**src/dap_pkg.sv**
```systemverilog
// Shared types and constants for the acknowledge and precharge guard block.
// Assumes one system clock; all user pins arrive synchronous to it.
package dap_pkg;

    // Programming bits latched at configuration time
    typedef struct packed {
        logic ack_type_select_cfg;
        logic extra_wait_count_cfg;
        logic burst_delay_cfg_b;
        logic burst_delay_cfg_a;
        logic single_delay_cfg_b;
        logic single_delay_cfg_a;
        logic precharge_cfg_bit_b;
        logic precharge_cfg_bit_a;
    } dap_cfg_t;

    // Access sequencer states
    typedef enum logic [2:0] {
        DAP_IDLE,
        DAP_WAIT_ROW,
        DAP_COUNT,
        DAP_ACKED,
        DAP_BURST_GAP,
        DAP_REFRESH
    } dap_state_t;

    localparam int unsigned NUM_BANKS = 4;
    localparam int unsigned CNT_W = 3;
    localparam dap_cfg_t CFG_RESET = '0;

    // Single-access delay codes {b,a}
    localparam logic [1:0] SGL_0T = 2'h0;
    localparam logic [1:0] SGL_HALF = 2'h1;
    localparam logic [1:0] SGL_1T = 2'h2;
    localparam logic [1:0] SGL_1HALF = 2'h3;

    // Burst delay codes {b,a}
    localparam logic [1:0] BST_NOWAIT = 2'h0;
    localparam logic [1:0] BST_0T = 2'h1;
    localparam logic [1:0] BST_HALF = 2'h2;
    localparam logic [1:0] BST_1T = 2'h3;

    // Extra rising edges added while the extra-wait input is held
    localparam logic [2:0] EXTRA_ONE = 3'h1;
    localparam logic [2:0] EXTRA_TWO = 3'h2;

    // Precharge / refresh active time in rising edges, per {b,a}
    localparam logic [2:0] PRE_T0 = 3'h2;
    localparam logic [2:0] PRE_T1 = 3'h2;
    localparam logic [2:0] PRE_T2 = 3'h3;
    localparam logic [2:0] PRE_T3 = 3'h3;
    localparam logic [2:0] ACT_T0 = 3'h2;
    localparam logic [2:0] ACT_T1 = 3'h3;
    localparam logic [2:0] ACT_T2 = 3'h2;
    localparam logic [2:0] ACT_T3 = 3'h4;

    // Counter values after reset: precharge taken as satisfied
    localparam logic [2:0] CNT_SAT = 3'h7;
    localparam logic [2:0] CNT_ZERO = 3'h0;

endpackage : dap_pkg

```
**src/dap_ack_guard.sv**
```systemverilog
// Acknowledge timing and per-bank row precharge guard for the host port.
// Assumes bus_clk_in is the host bus clock, sampled by the faster system
// clock; all other inputs are synchronous, active-high asserted levels, except reset_n, which is active-low.
`timescale 1ns/1ps
`default_nettype none

// What this block does
// - Half-cycle, latch/delayed: ack at low phase after row start
// - Half-cycle, strobe non-delayed: low phase after strobe
// - One-cycle, latch/delayed: ack first rise after row start
// - One-cycle, strobe non-delayed: rise after strobe and select
// - One-and-half, latch/delayed: low after first rise
// - One-and-half, strobe non-delayed: low after first rise
// - Low-phase ack: falling edge if high, else direct
// - Row start edge counts zero; strobe setup edge one
// - Burst bits pick behaviour; no-wait keeps ack asserted
// - Zero-delay burst: ack follows column enables
// - Half-cycle burst: reassert on next low phase
// - One-cycle burst: reassert on next rising edge
// - Burst low-phase rule; setup edge counts one
// - Extra-wait input adds one or two rising edges
// - Added edges counted before the low-phase step
// - Extra wait also applies to burst reacknowledge
// - Precharge bits set precharge and refresh active time
// - Per-bank precharge counter; negated request edge is zero
// - Other bank's pending precharge never delays access
// - Precharge measured around refresh row strobe negation
// - Type bit selects acknowledge output, else wait output
// - Single-access delay bits pick one of four delays
// - Zero-delay: ack from row start or directly from strobe
// - Request negation drops ack until next selected access
module dap_ack_guard (
    // Clock, reset, enable
    input wire logic clock,
    input wire logic reset_n,
    input wire logic clock_enable,
    // Host bus clock sampled as data
    input wire logic bus_clk_in,
    // Configuration
    input wire dap_pkg::dap_cfg_t cfg_in,
    input wire logic cfg_load_in,
    input wire logic strobe_mode_in,
    // Host access signals
    input wire logic chip_select_in,
    input wire logic latch_enable_in,
    input wire logic address_strobe_in,
    input wire logic access_request_in,
    input wire logic [1:0] bank_select_in,
    input wire logic [3:0] column_strobe_enable_in,
    input wire logic extra_wait_request,
    input wire logic refresh_request_in,
    // Outputs
    output logic transfer_ack_out,
    output logic wait_out,
    output logic [3:0] row_strobe_out,
    output logic refresh_active_out
);

    // Saturating increment for edge counters
    function automatic logic [2:0] sat_inc(input logic [2:0] v);
        return (v == dap_pkg::CNT_SAT) ? v : v + 3'h1;
    endfunction

    // Rising edges needed: base plus any extra-wait edges
    function automatic logic [2:0] edges_needed(input logic base_one, input logic extra,
                                                input logic two);
        logic [2:0] add;
        add = 3'h0;
        if (extra) begin
            add = two ? dap_pkg::EXTRA_TWO : dap_pkg::EXTRA_ONE;
        end
        return {2'h0, base_one} + add;
    endfunction

    // Precharge and refresh active times from the two precharge bits
    function automatic logic [2:0] pre_time(input dap_pkg::dap_cfg_t c);
        logic [1:0] sel;
        sel = {c.precharge_cfg_bit_b, c.precharge_cfg_bit_a};
        if (sel == 2'h0) begin
            return dap_pkg::PRE_T0;
        end else if (sel == 2'h1) begin
            return dap_pkg::PRE_T1;
        end else if (sel == 2'h2) begin
            return dap_pkg::PRE_T2;
        end
        return dap_pkg::PRE_T3;
    endfunction

    function automatic logic [2:0] act_time(input dap_pkg::dap_cfg_t c);
        logic [1:0] sel;
        sel = {c.precharge_cfg_bit_b, c.precharge_cfg_bit_a};
        if (sel == 2'h0) begin
            return dap_pkg::ACT_T0;
        end else if (sel == 2'h1) begin
            return dap_pkg::ACT_T1;
        end else if (sel == 2'h2) begin
            return dap_pkg::ACT_T2;
        end
        return dap_pkg::ACT_T3;
    endfunction

    localparam int unsigned NUM_BANKS_L = dap_pkg::NUM_BANKS;

    dap_pkg::dap_state_t state_q, state_d;
    dap_pkg::dap_cfg_t cfg_q, cfg_d;
    logic cfg_ok_q, cfg_ok_d;
    logic bus_clk_q, bus_clk_d;
    logic strobe_q, strobe_d;
    logic req_q, req_d;
    logic burst_q, burst_d;
    logic pend_q, pend_d;
    logic [1:0] bank_q, bank_d;
    logic [2:0] rc_q, rc_d;
    logic [2:0] pre_cnt_q [NUM_BANKS_L];
    logic [2:0] pre_cnt_d [NUM_BANKS_L];
    logic [3:0] row_q, row_d;
    logic ack_q, ack_d;
    logic wait_q, wait_d;
    logic refr_q, refr_d;
    // Derived per-cycle conditions
    logic rise;
    logic low_phase;
    logic start;
    logic ces_any;
    logic req_fall;
    logic [1:0] sgl_code;
    logic [1:0] bst_code;
    logic [2:0] target;
    logic half_step;
    logic ack_ready;
    logic [3:0] bank_ready;

    // Host clock phase and access events
    always_comb begin
        rise = bus_clk_in & ~bus_clk_q;
        low_phase = ~bus_clk_in;
        start = chip_select_in
              & (strobe_mode_in ? address_strobe_in : latch_enable_in) & ~strobe_q;
        ces_any = |column_strobe_enable_in;
        req_fall = req_q & ~access_request_in;
        sgl_code = {cfg_q.single_delay_cfg_b, cfg_q.single_delay_cfg_a};
        bst_code = {cfg_q.burst_delay_cfg_b, cfg_q.burst_delay_cfg_a};
        for (int i = 0; i < NUM_BANKS_L; i++) begin
            bank_ready[i] = pre_cnt_q[i] >= pre_time(cfg_q);
        end
    end

    // Edge target and low-phase step for the current count
    always_comb begin
        if (burst_q) begin
            target = edges_needed(bst_code == dap_pkg::BST_1T, extra_wait_request,
                                  cfg_q.extra_wait_count_cfg);
            half_step = (bst_code == dap_pkg::BST_HALF);
        end else begin
            target = edges_needed(sgl_code[1], extra_wait_request,
                                  cfg_q.extra_wait_count_cfg);
            half_step = sgl_code[0];
        end
        // Edges first, then the low phase: direct if low, else wait for fall
        ack_ready = (rc_q >= target) && (!half_step || low_phase);
    end

    // Sequencer, counters and output next values
    always_comb begin
        state_d = state_q;
        cfg_d = cfg_q;
        cfg_ok_d = cfg_ok_q;
        bus_clk_d = bus_clk_in;
        strobe_d = strobe_mode_in ? address_strobe_in : latch_enable_in;
        req_d = access_request_in;
        burst_d = burst_q;
        pend_d = pend_q;
        bank_d = bank_q;
        rc_d = rc_q;
        row_d = row_q;
        ack_d = ack_q;
        refr_d = refr_q;
        // Every bank counts rising edges while its row strobe is off
        for (int i = 0; i < NUM_BANKS_L; i++) begin
            pre_cnt_d[i] = (rise && !row_q[i]) ? sat_inc(pre_cnt_q[i]) : pre_cnt_q[i];
        end
        if (cfg_load_in) begin
            cfg_d = cfg_in;
            cfg_ok_d = 1'b1;
        end

        case (state_q)
            dap_pkg::DAP_IDLE: begin
                if (start) begin
                    bank_d = bank_select_in;
                    burst_d = 1'b0;
                    rc_d = dap_pkg::CNT_ZERO;
                    if (strobe_mode_in && bank_ready[bank_select_in]) begin
                        // Non-delayed strobe access: row starts now, next rise is one
                        row_d[bank_select_in] = 1'b1;
                        state_d = dap_pkg::DAP_COUNT;
                    end else begin
                        state_d = dap_pkg::DAP_WAIT_ROW;
                    end
                end else if (refresh_request_in && rise && (&bank_ready)) begin
                    row_d = 4'hf;
                    rc_d = dap_pkg::CNT_ZERO;
                    refr_d = 1'b1;
                    state_d = dap_pkg::DAP_REFRESH;
                end
            end
            dap_pkg::DAP_WAIT_ROW: begin
                // Latch mode or delayed: row starts on a rise, that rise is zero
                if (rise && bank_ready[bank_q]) begin
                    row_d[bank_q] = 1'b1;
                    rc_d = dap_pkg::CNT_ZERO;
                    state_d = dap_pkg::DAP_COUNT;
                end
            end
            dap_pkg::DAP_COUNT: begin
                if (rise) begin
                    rc_d = sat_inc(rc_q);
                end
                if (req_fall) begin
                    row_d[bank_q] = 1'b0;
                    pre_cnt_d[bank_q] = dap_pkg::CNT_ZERO;
                    ack_d = 1'b0;
                    state_d = dap_pkg::DAP_IDLE;
                end else if (ack_ready) begin
                    ack_d = 1'b1;
                    state_d = dap_pkg::DAP_ACKED;
                end
            end
            dap_pkg::DAP_ACKED: begin
                if (!access_request_in) begin
                    row_d[bank_q] = 1'b0;
                    pre_cnt_d[bank_q] = dap_pkg::CNT_ZERO;
                    ack_d = 1'b0;
                    state_d = dap_pkg::DAP_IDLE;
                end else if (!ces_any && bst_code != dap_pkg::BST_NOWAIT) begin
                    ack_d = 1'b0;
                    state_d = dap_pkg::DAP_BURST_GAP;
                end
            end
            dap_pkg::DAP_BURST_GAP: begin
                if (!access_request_in) begin
                    row_d[bank_q] = 1'b0;
                    pre_cnt_d[bank_q] = dap_pkg::CNT_ZERO;
                    state_d = dap_pkg::DAP_IDLE;
                end else if (ces_any) begin
                    if (bst_code == dap_pkg::BST_0T && !extra_wait_request) begin
                        ack_d = 1'b1;
                        state_d = dap_pkg::DAP_ACKED;
                    end else begin
                        // Enables set up to the next rise, which counts one
                        burst_d = 1'b1;
                        rc_d = dap_pkg::CNT_ZERO;
                        state_d = dap_pkg::DAP_COUNT;
                    end
                end
            end
            dap_pkg::DAP_REFRESH: begin
                if (start) begin
                    // Access arriving during refresh waits for its precharge
                    pend_d = 1'b1;
                    bank_d = bank_select_in;
                    burst_d = 1'b0;
                end
                if (rise) begin
                    rc_d = sat_inc(rc_q);
                    if (sat_inc(rc_q) >= act_time(cfg_q)) begin
                        row_d = 4'h0;
                        for (int i = 0; i < NUM_BANKS_L; i++) begin
                            pre_cnt_d[i] = dap_pkg::CNT_ZERO;
                        end
                        refr_d = 1'b0;
                        pend_d = 1'b0;
                        state_d = (pend_q || start) ? dap_pkg::DAP_WAIT_ROW
                                                    : dap_pkg::DAP_IDLE;
                    end
                end
            end
            default: begin
                state_d = dap_pkg::DAP_IDLE;
            end
        endcase

        // Wait-type output stands in row wait, count and burst gap; not for an access pending in refresh
        wait_d = (state_d == dap_pkg::DAP_WAIT_ROW) || (state_d == dap_pkg::DAP_COUNT)
               || (state_d == dap_pkg::DAP_BURST_GAP);
    end

    // State registers; clock enable freezes everything
    always_ff @(posedge clock) begin
        if (!reset_n) begin
            state_q <= dap_pkg::DAP_IDLE;
            cfg_q <= dap_pkg::CFG_RESET;
            cfg_ok_q <= 1'b0;
            bus_clk_q <= 1'b0;
            strobe_q <= 1'b0;
            req_q <= 1'b0;
            burst_q <= 1'b0;
            pend_q <= 1'b0;
            bank_q <= 2'h0;
            rc_q <= dap_pkg::CNT_ZERO;
            row_q <= 4'h0;
            ack_q <= 1'b0;
            wait_q <= 1'b0;
            refr_q <= 1'b0;
            for (int i = 0; i < NUM_BANKS_L; i++) begin
                pre_cnt_q[i] <= dap_pkg::CNT_SAT;
            end
        end else if (clock_enable) begin
            state_q <= state_d;
            cfg_q <= cfg_d;
            cfg_ok_q <= cfg_ok_d;
            bus_clk_q <= bus_clk_d;
            strobe_q <= strobe_d;
            req_q <= req_d;
            burst_q <= burst_d;
            pend_q <= pend_d;
            bank_q <= bank_d;
            rc_q <= rc_d;
            row_q <= row_d;
            ack_q <= ack_d;
            wait_q <= wait_d;
            refr_q <= refr_d;
            for (int i = 0; i < NUM_BANKS_L; i++) begin
                pre_cnt_q[i] <= pre_cnt_d[i];
            end
        end
    end

    // Output type chosen at programming time; no ack or wait before configuration
    always_comb begin
        transfer_ack_out = ack_q & cfg_ok_q & cfg_q.ack_type_select_cfg;
        wait_out = wait_q & cfg_ok_q & ~cfg_q.ack_type_select_cfg;
        row_strobe_out = row_q;
        refresh_active_out = refr_q;
    end

endmodule // dap_ack_guard

`default_nettype wire

```
**config.mk**
```make
export PLATFORM = sky130hd
export DESIGN_NAME = dap_ack_guard
export DESIGN_NICKNAME = d
export VERILOG_FILES = /design/src/dap_pkg.sv /design/src/dap_ack_guard.sv
export SDC_FILE = /design/constraint.sdc
export NUM_CORES = 1
export LEC_CHECK = 0
export ABC_AREA = 0
export BUFFER_PORTS_ARGS = -buffer_cell sky130_fd_sc_hd__buf_2
export CORE_UTILIZATION = 40
export DETAILED_ROUTE_END_ITERATION = 6
export SLEW_MARGIN = 0
export SYNTH_ARGS = -nofsm -noshare
export SYNTH_HDL_FRONTEND = slang
export SYNTH_SLANG_ARGS = --single-unit
export TNS_END_PERCENT = 1
```
**constraint.sdc**
```tcl
create_clock -name clock -period 4.4 [get_ports clock]
set_clock_uncertainty 0.05 [all_clocks]
set_input_delay 0.22 -clock clock [delete_from_list [all_inputs] [get_ports clock]]
set_output_delay 0.22 -clock clock [all_outputs]
set_load 0.02 [all_outputs]
```
### After elaboration in Yosys (flattened, before gate mapping)

Memory sizes are Yosys's and may differ from the RTL's.
Cells that the tools add are included.

* logic and storage cells: 253
* memories: 1
* register bits: 29
* output and inout port bits: 7
* bits in writable memories: 12
* bits of input ports: 26

* muxes and demuxes: 107
* add/sub/neg operators: 7
* reduce and logical (&&, ||, !) cells: 46
* $lt $le $gt $ge: 12
* eq/ne operators: 35
* bitwise operators: 24

Memories
* pre_cnt_q: words 4, bits a word 3, read ports 4, clocked after Yosys merged registers in 0, wr ports 4, RTL line dap_ack_guard.sv:114 `logic [2:0] pre_cnt_q [NUM_BANKS_L];`

Operators with widths (count)
* 2-to-1 mux 3 bit: 45
* 2-to-1 mux 12 bit: 4
* one-hot mux 12 bit (3 select lines): 1
* 2-to-1 mux 1 bit: 35
* 2-to-1 mux 4 bit: 8
* equality test 3 bit (second input constant): 8
* inequality test 2 bit (second input constant): 11
* one-hot mux 4 bit (5 select lines): 1
* greater-or-equal comparator 3 bit: 6
* one-hot mux 3 bit (6 select lines): 1
* adder 3 x 1 -> 3 bit (second input constant): 5
* logical AND 1 bit: 14
* bitwise AND 12 bit: 1
* inequality test 3 bit (second input constant): 4
* NOT 12 bit: 1
* one-hot mux 3 bit (4 select lines): 1
* AND reduction 6 bit: 2
* equality test 3 x 2 -> 1 bit (second input constant): 3
* AND reduction 9 bit: 1
* bitwise AND 1 bit: 8
* bitwise OR 4 bit: 2
* AND reduction 8 bit: 1
* logical NOT 1 bit: 7
* AND reduction 7 bit: 1
* other kinds (32): 60

### Depth between registers and ports, before layout

* depth after elaboration: 16
* gate-level depth with buffers: 12
* mapped depth without buffers: 12

### Worst setup path after synthesis

Ideal clock, no wire load.

* path type: flip-flop to flip-flop
* start point: register rc_q[0]
* end point: register wait_q
* cell stages (with the launch flop): 11
* setup slack: 1367 ps
* arrival time: 2866 ps
* required time: 4233 ps
* library setup time: 117 ps
* cell sequence: dfxtp_1 > ha_1 > nand2_1 > mux2_2 > ha_1 > a211oi_1 > or3_4 > o31a_1 > or4b_1 > a41o_1 > a32o_1

* longest elaborated chain between the ends: 9
* elaborated cells on any way between the ends: 16

RTL lines
* start: declaration: RTL line dap_ack_guard.sv:113 `logic [2:0] rc_q, rc_d;`
* start signal: assignment: RTL line dap_ack_guard.sv:300 `rc_q <= dap_pkg::CNT_ZERO;`
* start signal: assignment: RTL line dap_ack_guard.sv:318 `rc_q <= rc_d;`
* adder 3 x 1 -> 3 bit or equality test 3 bit (tied branches): RTL line dap_ack_guard.sv:61 `return (v == dap_pkg::CNT_SAT) ? v : v + 3'h1;`
* 2-to-1 mux 3 bit: RTL line dap_ack_guard.sv:61
* greater-or-equal comparator 3 bit: RTL line dap_ack_guard.sv:266 `if (sat_inc(rc_q) >= act_time(cfg_q)) begin`
* 2-to-1 mux 3 bit: RTL line dap_ack_guard.sv:266
* 2-to-1 mux 3 bit: RTL line dap_ack_guard.sv:264 `if (rise) begin`
* one-hot mux 3 bit (6 select lines) *: RTL line dap_ack_guard.sv:187 `case (state_q)`
* equality test 3 x 1 -> 1 bit or equality test 3 x 2 -> 1 bit (tied branches): RTL line dap_ack_guard.sv:284 `wait_d = (state_d == dap_pkg::DAP_WAIT_ROW) || (state_d == dap_pkg::DAP_COUNT)`
* logical OR 1 bit: RTL line dap_ack_guard.sv:284
* logical OR 1 bit *: RTL line dap_ack_guard.sv:285 `|| (state_d == dap_pkg::DAP_BURST_GAP);`
* end signal: assignment: RTL line dap_ack_guard.sv:321 `wait_q <= wait_d;`
* end: declaration: RTL line dap_ack_guard.sv:118 `logic wait_q, wait_d;`

Every way passes the cells marked *; elsewhere a longest branch is shown, timed or not.
A chain may end at the register's enable or synchronous reset.

### Worst setup path in the final report

* start point: register rc_q[0]
* end point: register row_q[2] (netlist: row_strobe_out[2])

* longest elaborated chain between the ends: 5
* elaborated cells on any way between the ends: 6

RTL lines
* adder 3 x 1 -> 3 bit or equality test 3 bit (tied branches): RTL line dap_ack_guard.sv:61
* 2-to-1 mux 3 bit *: RTL line dap_ack_guard.sv:61
* greater-or-equal comparator 3 bit *: RTL line dap_ack_guard.sv:266
* inequality test 2 bit (no line) *
* AND reduction 9 bit (no line) *
* end signal: assignment: RTL line dap_ack_guard.sv:319 `row_q <= row_d;`
* end: declaration: RTL line dap_ack_guard.sv:116 `logic [3:0] row_q, row_d;`

Marked as above.

==> results by group <==
Critical path
  – CP Class: reg2reg
  – CP top delay family: simple AND/OR/NAND/NOR gates
  – Slowest cell delay on critical path: a little under 0.7 ns
  – Worst-path fanout max: 5
  – Reg2reg start: rc_q[0]$_SDFFE_PN0P_
  – Crit end category: flip-flop
  – Required time of the worst setup path: roughly 4.5 ns
  – Crit path DAT: 3.61 ns
  – CP max-delay cell: nor4_1
  – Worst setup SP type: flip-flop
  – CP startpoint: rc_q[0]$_SDFFE_PN0P_
  – Worst-path cell chain: ha_1 -> nand2_1 -> mux2_2 -> ha_1 -> a211oi_1 -> o31ai_1 -> nand4_1 -> nor4_1 -> a21oi_1 -> o221a_2
  – WP buf/inv: 0
  – Worst path most repeated cell: ha_1

Status
  – Status: complete, but fails checks
  – Violated checks: DRC

Final layout
  – Ratio of cells with drive above 1 in the final layout: between 10% and 20%
  – Final core utilization: between 40% and 50%
  – Area Growth Syn to Fin: 10.15%
  – Final cell area excluding filler cells: just over 0.003 mm²
  – ANT cells: 0
  – # fillers: 645
  – Nets: between 400 and 500

Drt
  – # DRC: 1
  – DR vias/cell: 5.755
  – Antenna-violating nets left: 0
  – Detailed Route Iter0 Violations: approximately 250
  – DR vias: 2532
  – Wire per inst: 15.66 µm
  – Total Routed Length: slightly below 7000 µm
  – DRT Pass-1 Iters: 7

Pwr
  – Pwr/cell area: ~290 mW/mm²
  – Tot Pwr: roughly 0.9 mW
  – Internal Dissipation: between 0.6 and 0.7 mW
  – Sw power: 0.2766 mW
  – Clock network fraction of design power: between 20 and 30%
  – LEAKAGE: between 1 and 1.5 nW
  – Gate power share: a little over a fifth
  – Switching share of total power: about a third
  – Worst vdd ir: between 0.1 and 0.15 mV
  – Seq pwr share: approximately half

Floorplan
  – Die Y: about 85 µm
  – Core Area: ~0.0065 mm²
  – Effective utilization at floorplan: 42.34%
  – Io pins: 33
  – Die width: about 85 µm
  – Die ar.: 0.007211 mm²
  – Row count: 29

Clock network
  – CTS tree: yes
  – Clock buffer depth: 2
  – CTS clk-pin slew, worst paths: about 0.090 ns
  – Clock Latency Late Sink: around 0.3 ns
  – Postcts setup bufs: 0
  – Total clock sinks: between 40 and 50
  – Cts hold-fix bufs: 0
  – Total CTS buffers: 5
  – Resize count post-CTS: 0
  – Clk root buf: clkbuf_8
  – Htree depth: 2

GRT
  – Largest net degree at the start of global routing: 29
  – Vias in the first global route: approximately 2400
  – GRT Total Usage: 20.48%
  – Grt total ovfl: 0
  – Global-route wire length before repair: 11720 µm
  – Initial antenna violation count: 0

Yosys
  – Post-synth ARST share: 0%
  – Syn Area/Cell: a little over 8 µm²
  – Dominant cells by area after synthesis: dfxtp_1 (21%), edfxtp_1 (13%), ha_1 (7.7%)
  – Share of the synthesized area in the top cell type: a little over a fifth
  – Synth Warn #: 0
  – Register area share after synthesis: around a third
  – Syn Nets: between 300 and 400
  – Dominant cell by count in the synthesized netlist: nor2_1
  – Area leader, netlist: dfxtp_1
  – Post-synth EDFFs: 12
  – Netlist cell types: 58
  – Top_reg_cell synth: dfxtp_1
  – Top post-synthesis cells by count: nor2_1 (42), a21oi_1 (32), nand2_1 (31)
  – Synth Cell Area: about 0.0028 mm²
  – Synth Register Bits: 41
  – Cells after Synth: about 340

STA
  – Actual slew at the worst max-slew pin: around 0.79 ns
  – Fin. Hold Viols: 0
  – Slew Viols, Final: 0
  – Tmin final: 3.473 ns
  – Final WS setup: approximately 0.93 ns
  – Final setup vio count: 0
  – Highest Clock Rate: ~290 MHz
  – Fin crit share: between 70% and 80%
  – Max-Slew Margin vs Limit: ~47%
  – TNS Setup: 0 ns
  – RSZ-0062 raised after global routing: false

Run
  – Max_cap viols: 0

Place
  – Placed cell areas: 0.002947 mm²
  – GP Congestion: approximately 0.9
  – PortBufs: 32
  – Pre-CTS setup slack: a little over 1 ns
  – Post-DP HPWL: 5151 µm

Min path
  – Hold Crit Start: cfg_in[0]
  – Worst min-delay path class: in2reg
-- routing by layer --
| layer | track usage (%) | wire (µm) | up-vias |
|---|---|---|---|
| li1 | - | - | 1286 |
| met1 | 30.09 | 3437 | 1145 |
| met2 | 30.38 | 2967 | 88 |
| met3 | 3.307 | 347 | 13 |
| met4 | 7.088 | 140 | 0 |
| met5 | 0 | 0 | - |
-- cell families (layout without fill, tap and decap cells) --
group | count (synthesis) | count (layout) | synth area share (%)
adders and majority gates | 17 | 17 | 7.734
xor gates and xnor gates | 5 | 5 | 1.592
DFF | 41 | 41 | 34.21
muxes | 13 | 13 | 4.777
AOI/OAI and AO/OA | 89 | 89 | 21.43
buffers and inverters | 32 | 58 | 4.640
and+or+nand+nor | 140 | 140 | 25.61
-- per-stage QoR --
step,instances,hold WS (ns)
4_1_cts,440,0.1252
3_3_place_gp,432,0.3965
6_report,440,0.1375
3_5_place_dp,432,0.4012
2_1_floorplan,337,0.3172
5_1_grt,440,0.1404
-- cell type report --
type | count | area, µm² | share of cell area, %
timing repair buffer | 32 | 160.2 | 5.287
tap | 77 | 96.34 | 3.180
clock inverter | 2 | 10.01 | 0.3304
multi-input combinational | 264 | 1682 | 55.51
inverter | 18 | 67.56 | 2.230
clock buffer | 6 | 72.57 | 2.396
sequential | 41 | 940.9 | 31.06
-- layout by cell type, fill, tap and decap left out, drive strengths merged, types with 6 or more instances in the layout --
cell type,synthesis,final
nor2,42,42
a21oi,32,32
buf,2,32
nand2,31,31
dfxtp,29,29
o21ai,20,20
inv,17,17
ha,17,17
nand3,14,14
mux2i,12,12
edfxtp,12,12
nor2b,9,9
nand2b,7,7
nor4,6,6
clkbuf,12,6
-- power by group through the flow --
stage / logic (mW) / clock network [mW] / registers, mW
after global routing: 0.217 / 0.271 / 0.440
after detailed placement: 0.190 / 0 / 0.445
final: 0.193 / 0.248 / 0.437
after global placement: 0.188 / 0 / 0.445
after floorplan: 0.142 / 0 / 0.438
after CTS: 0.191 / 0.256 / 0.436
-- path summary, 6_finish.rpt --
path	to	slack [ns]	cells after the start
setup / recovery	row_strobe_out[2]$_SDFFE_PN0P_	0.93	10
hold / removal	cfg_q[0]$_SDFFE_PN0P_	0.14	3
setup reg to reg	row_strobe_out[2]$_SDFFE_PN0P_	0.93	10
hold reg to reg	cfg_q[3]$_SDFFE_PN0P_	0.41	2
-- worst reg2reg max path: cells and delay by family (launching register included) --
kind | cells | cell delay [ns]
AND/OR/NAND/NOR | 3 | 1.09
AO/OA/AOI/OAI | 4 | 1.01
adder cells (fa/ha/maj) | 2 | 0.50
flip-flops | 1 | 0.35
multiplexers | 1 | 0.35
-- flip-flops by register name, indices dropped and copies added (netlist names), 2 cells and up --
register and count:
rc_q 3, row_strobe_out 4, cfg_q 6, bst_code 2
bank_q 2, pre_cnt_q 12, state_q 3
No activity file was read; power rests on OpenSTA's default activity.
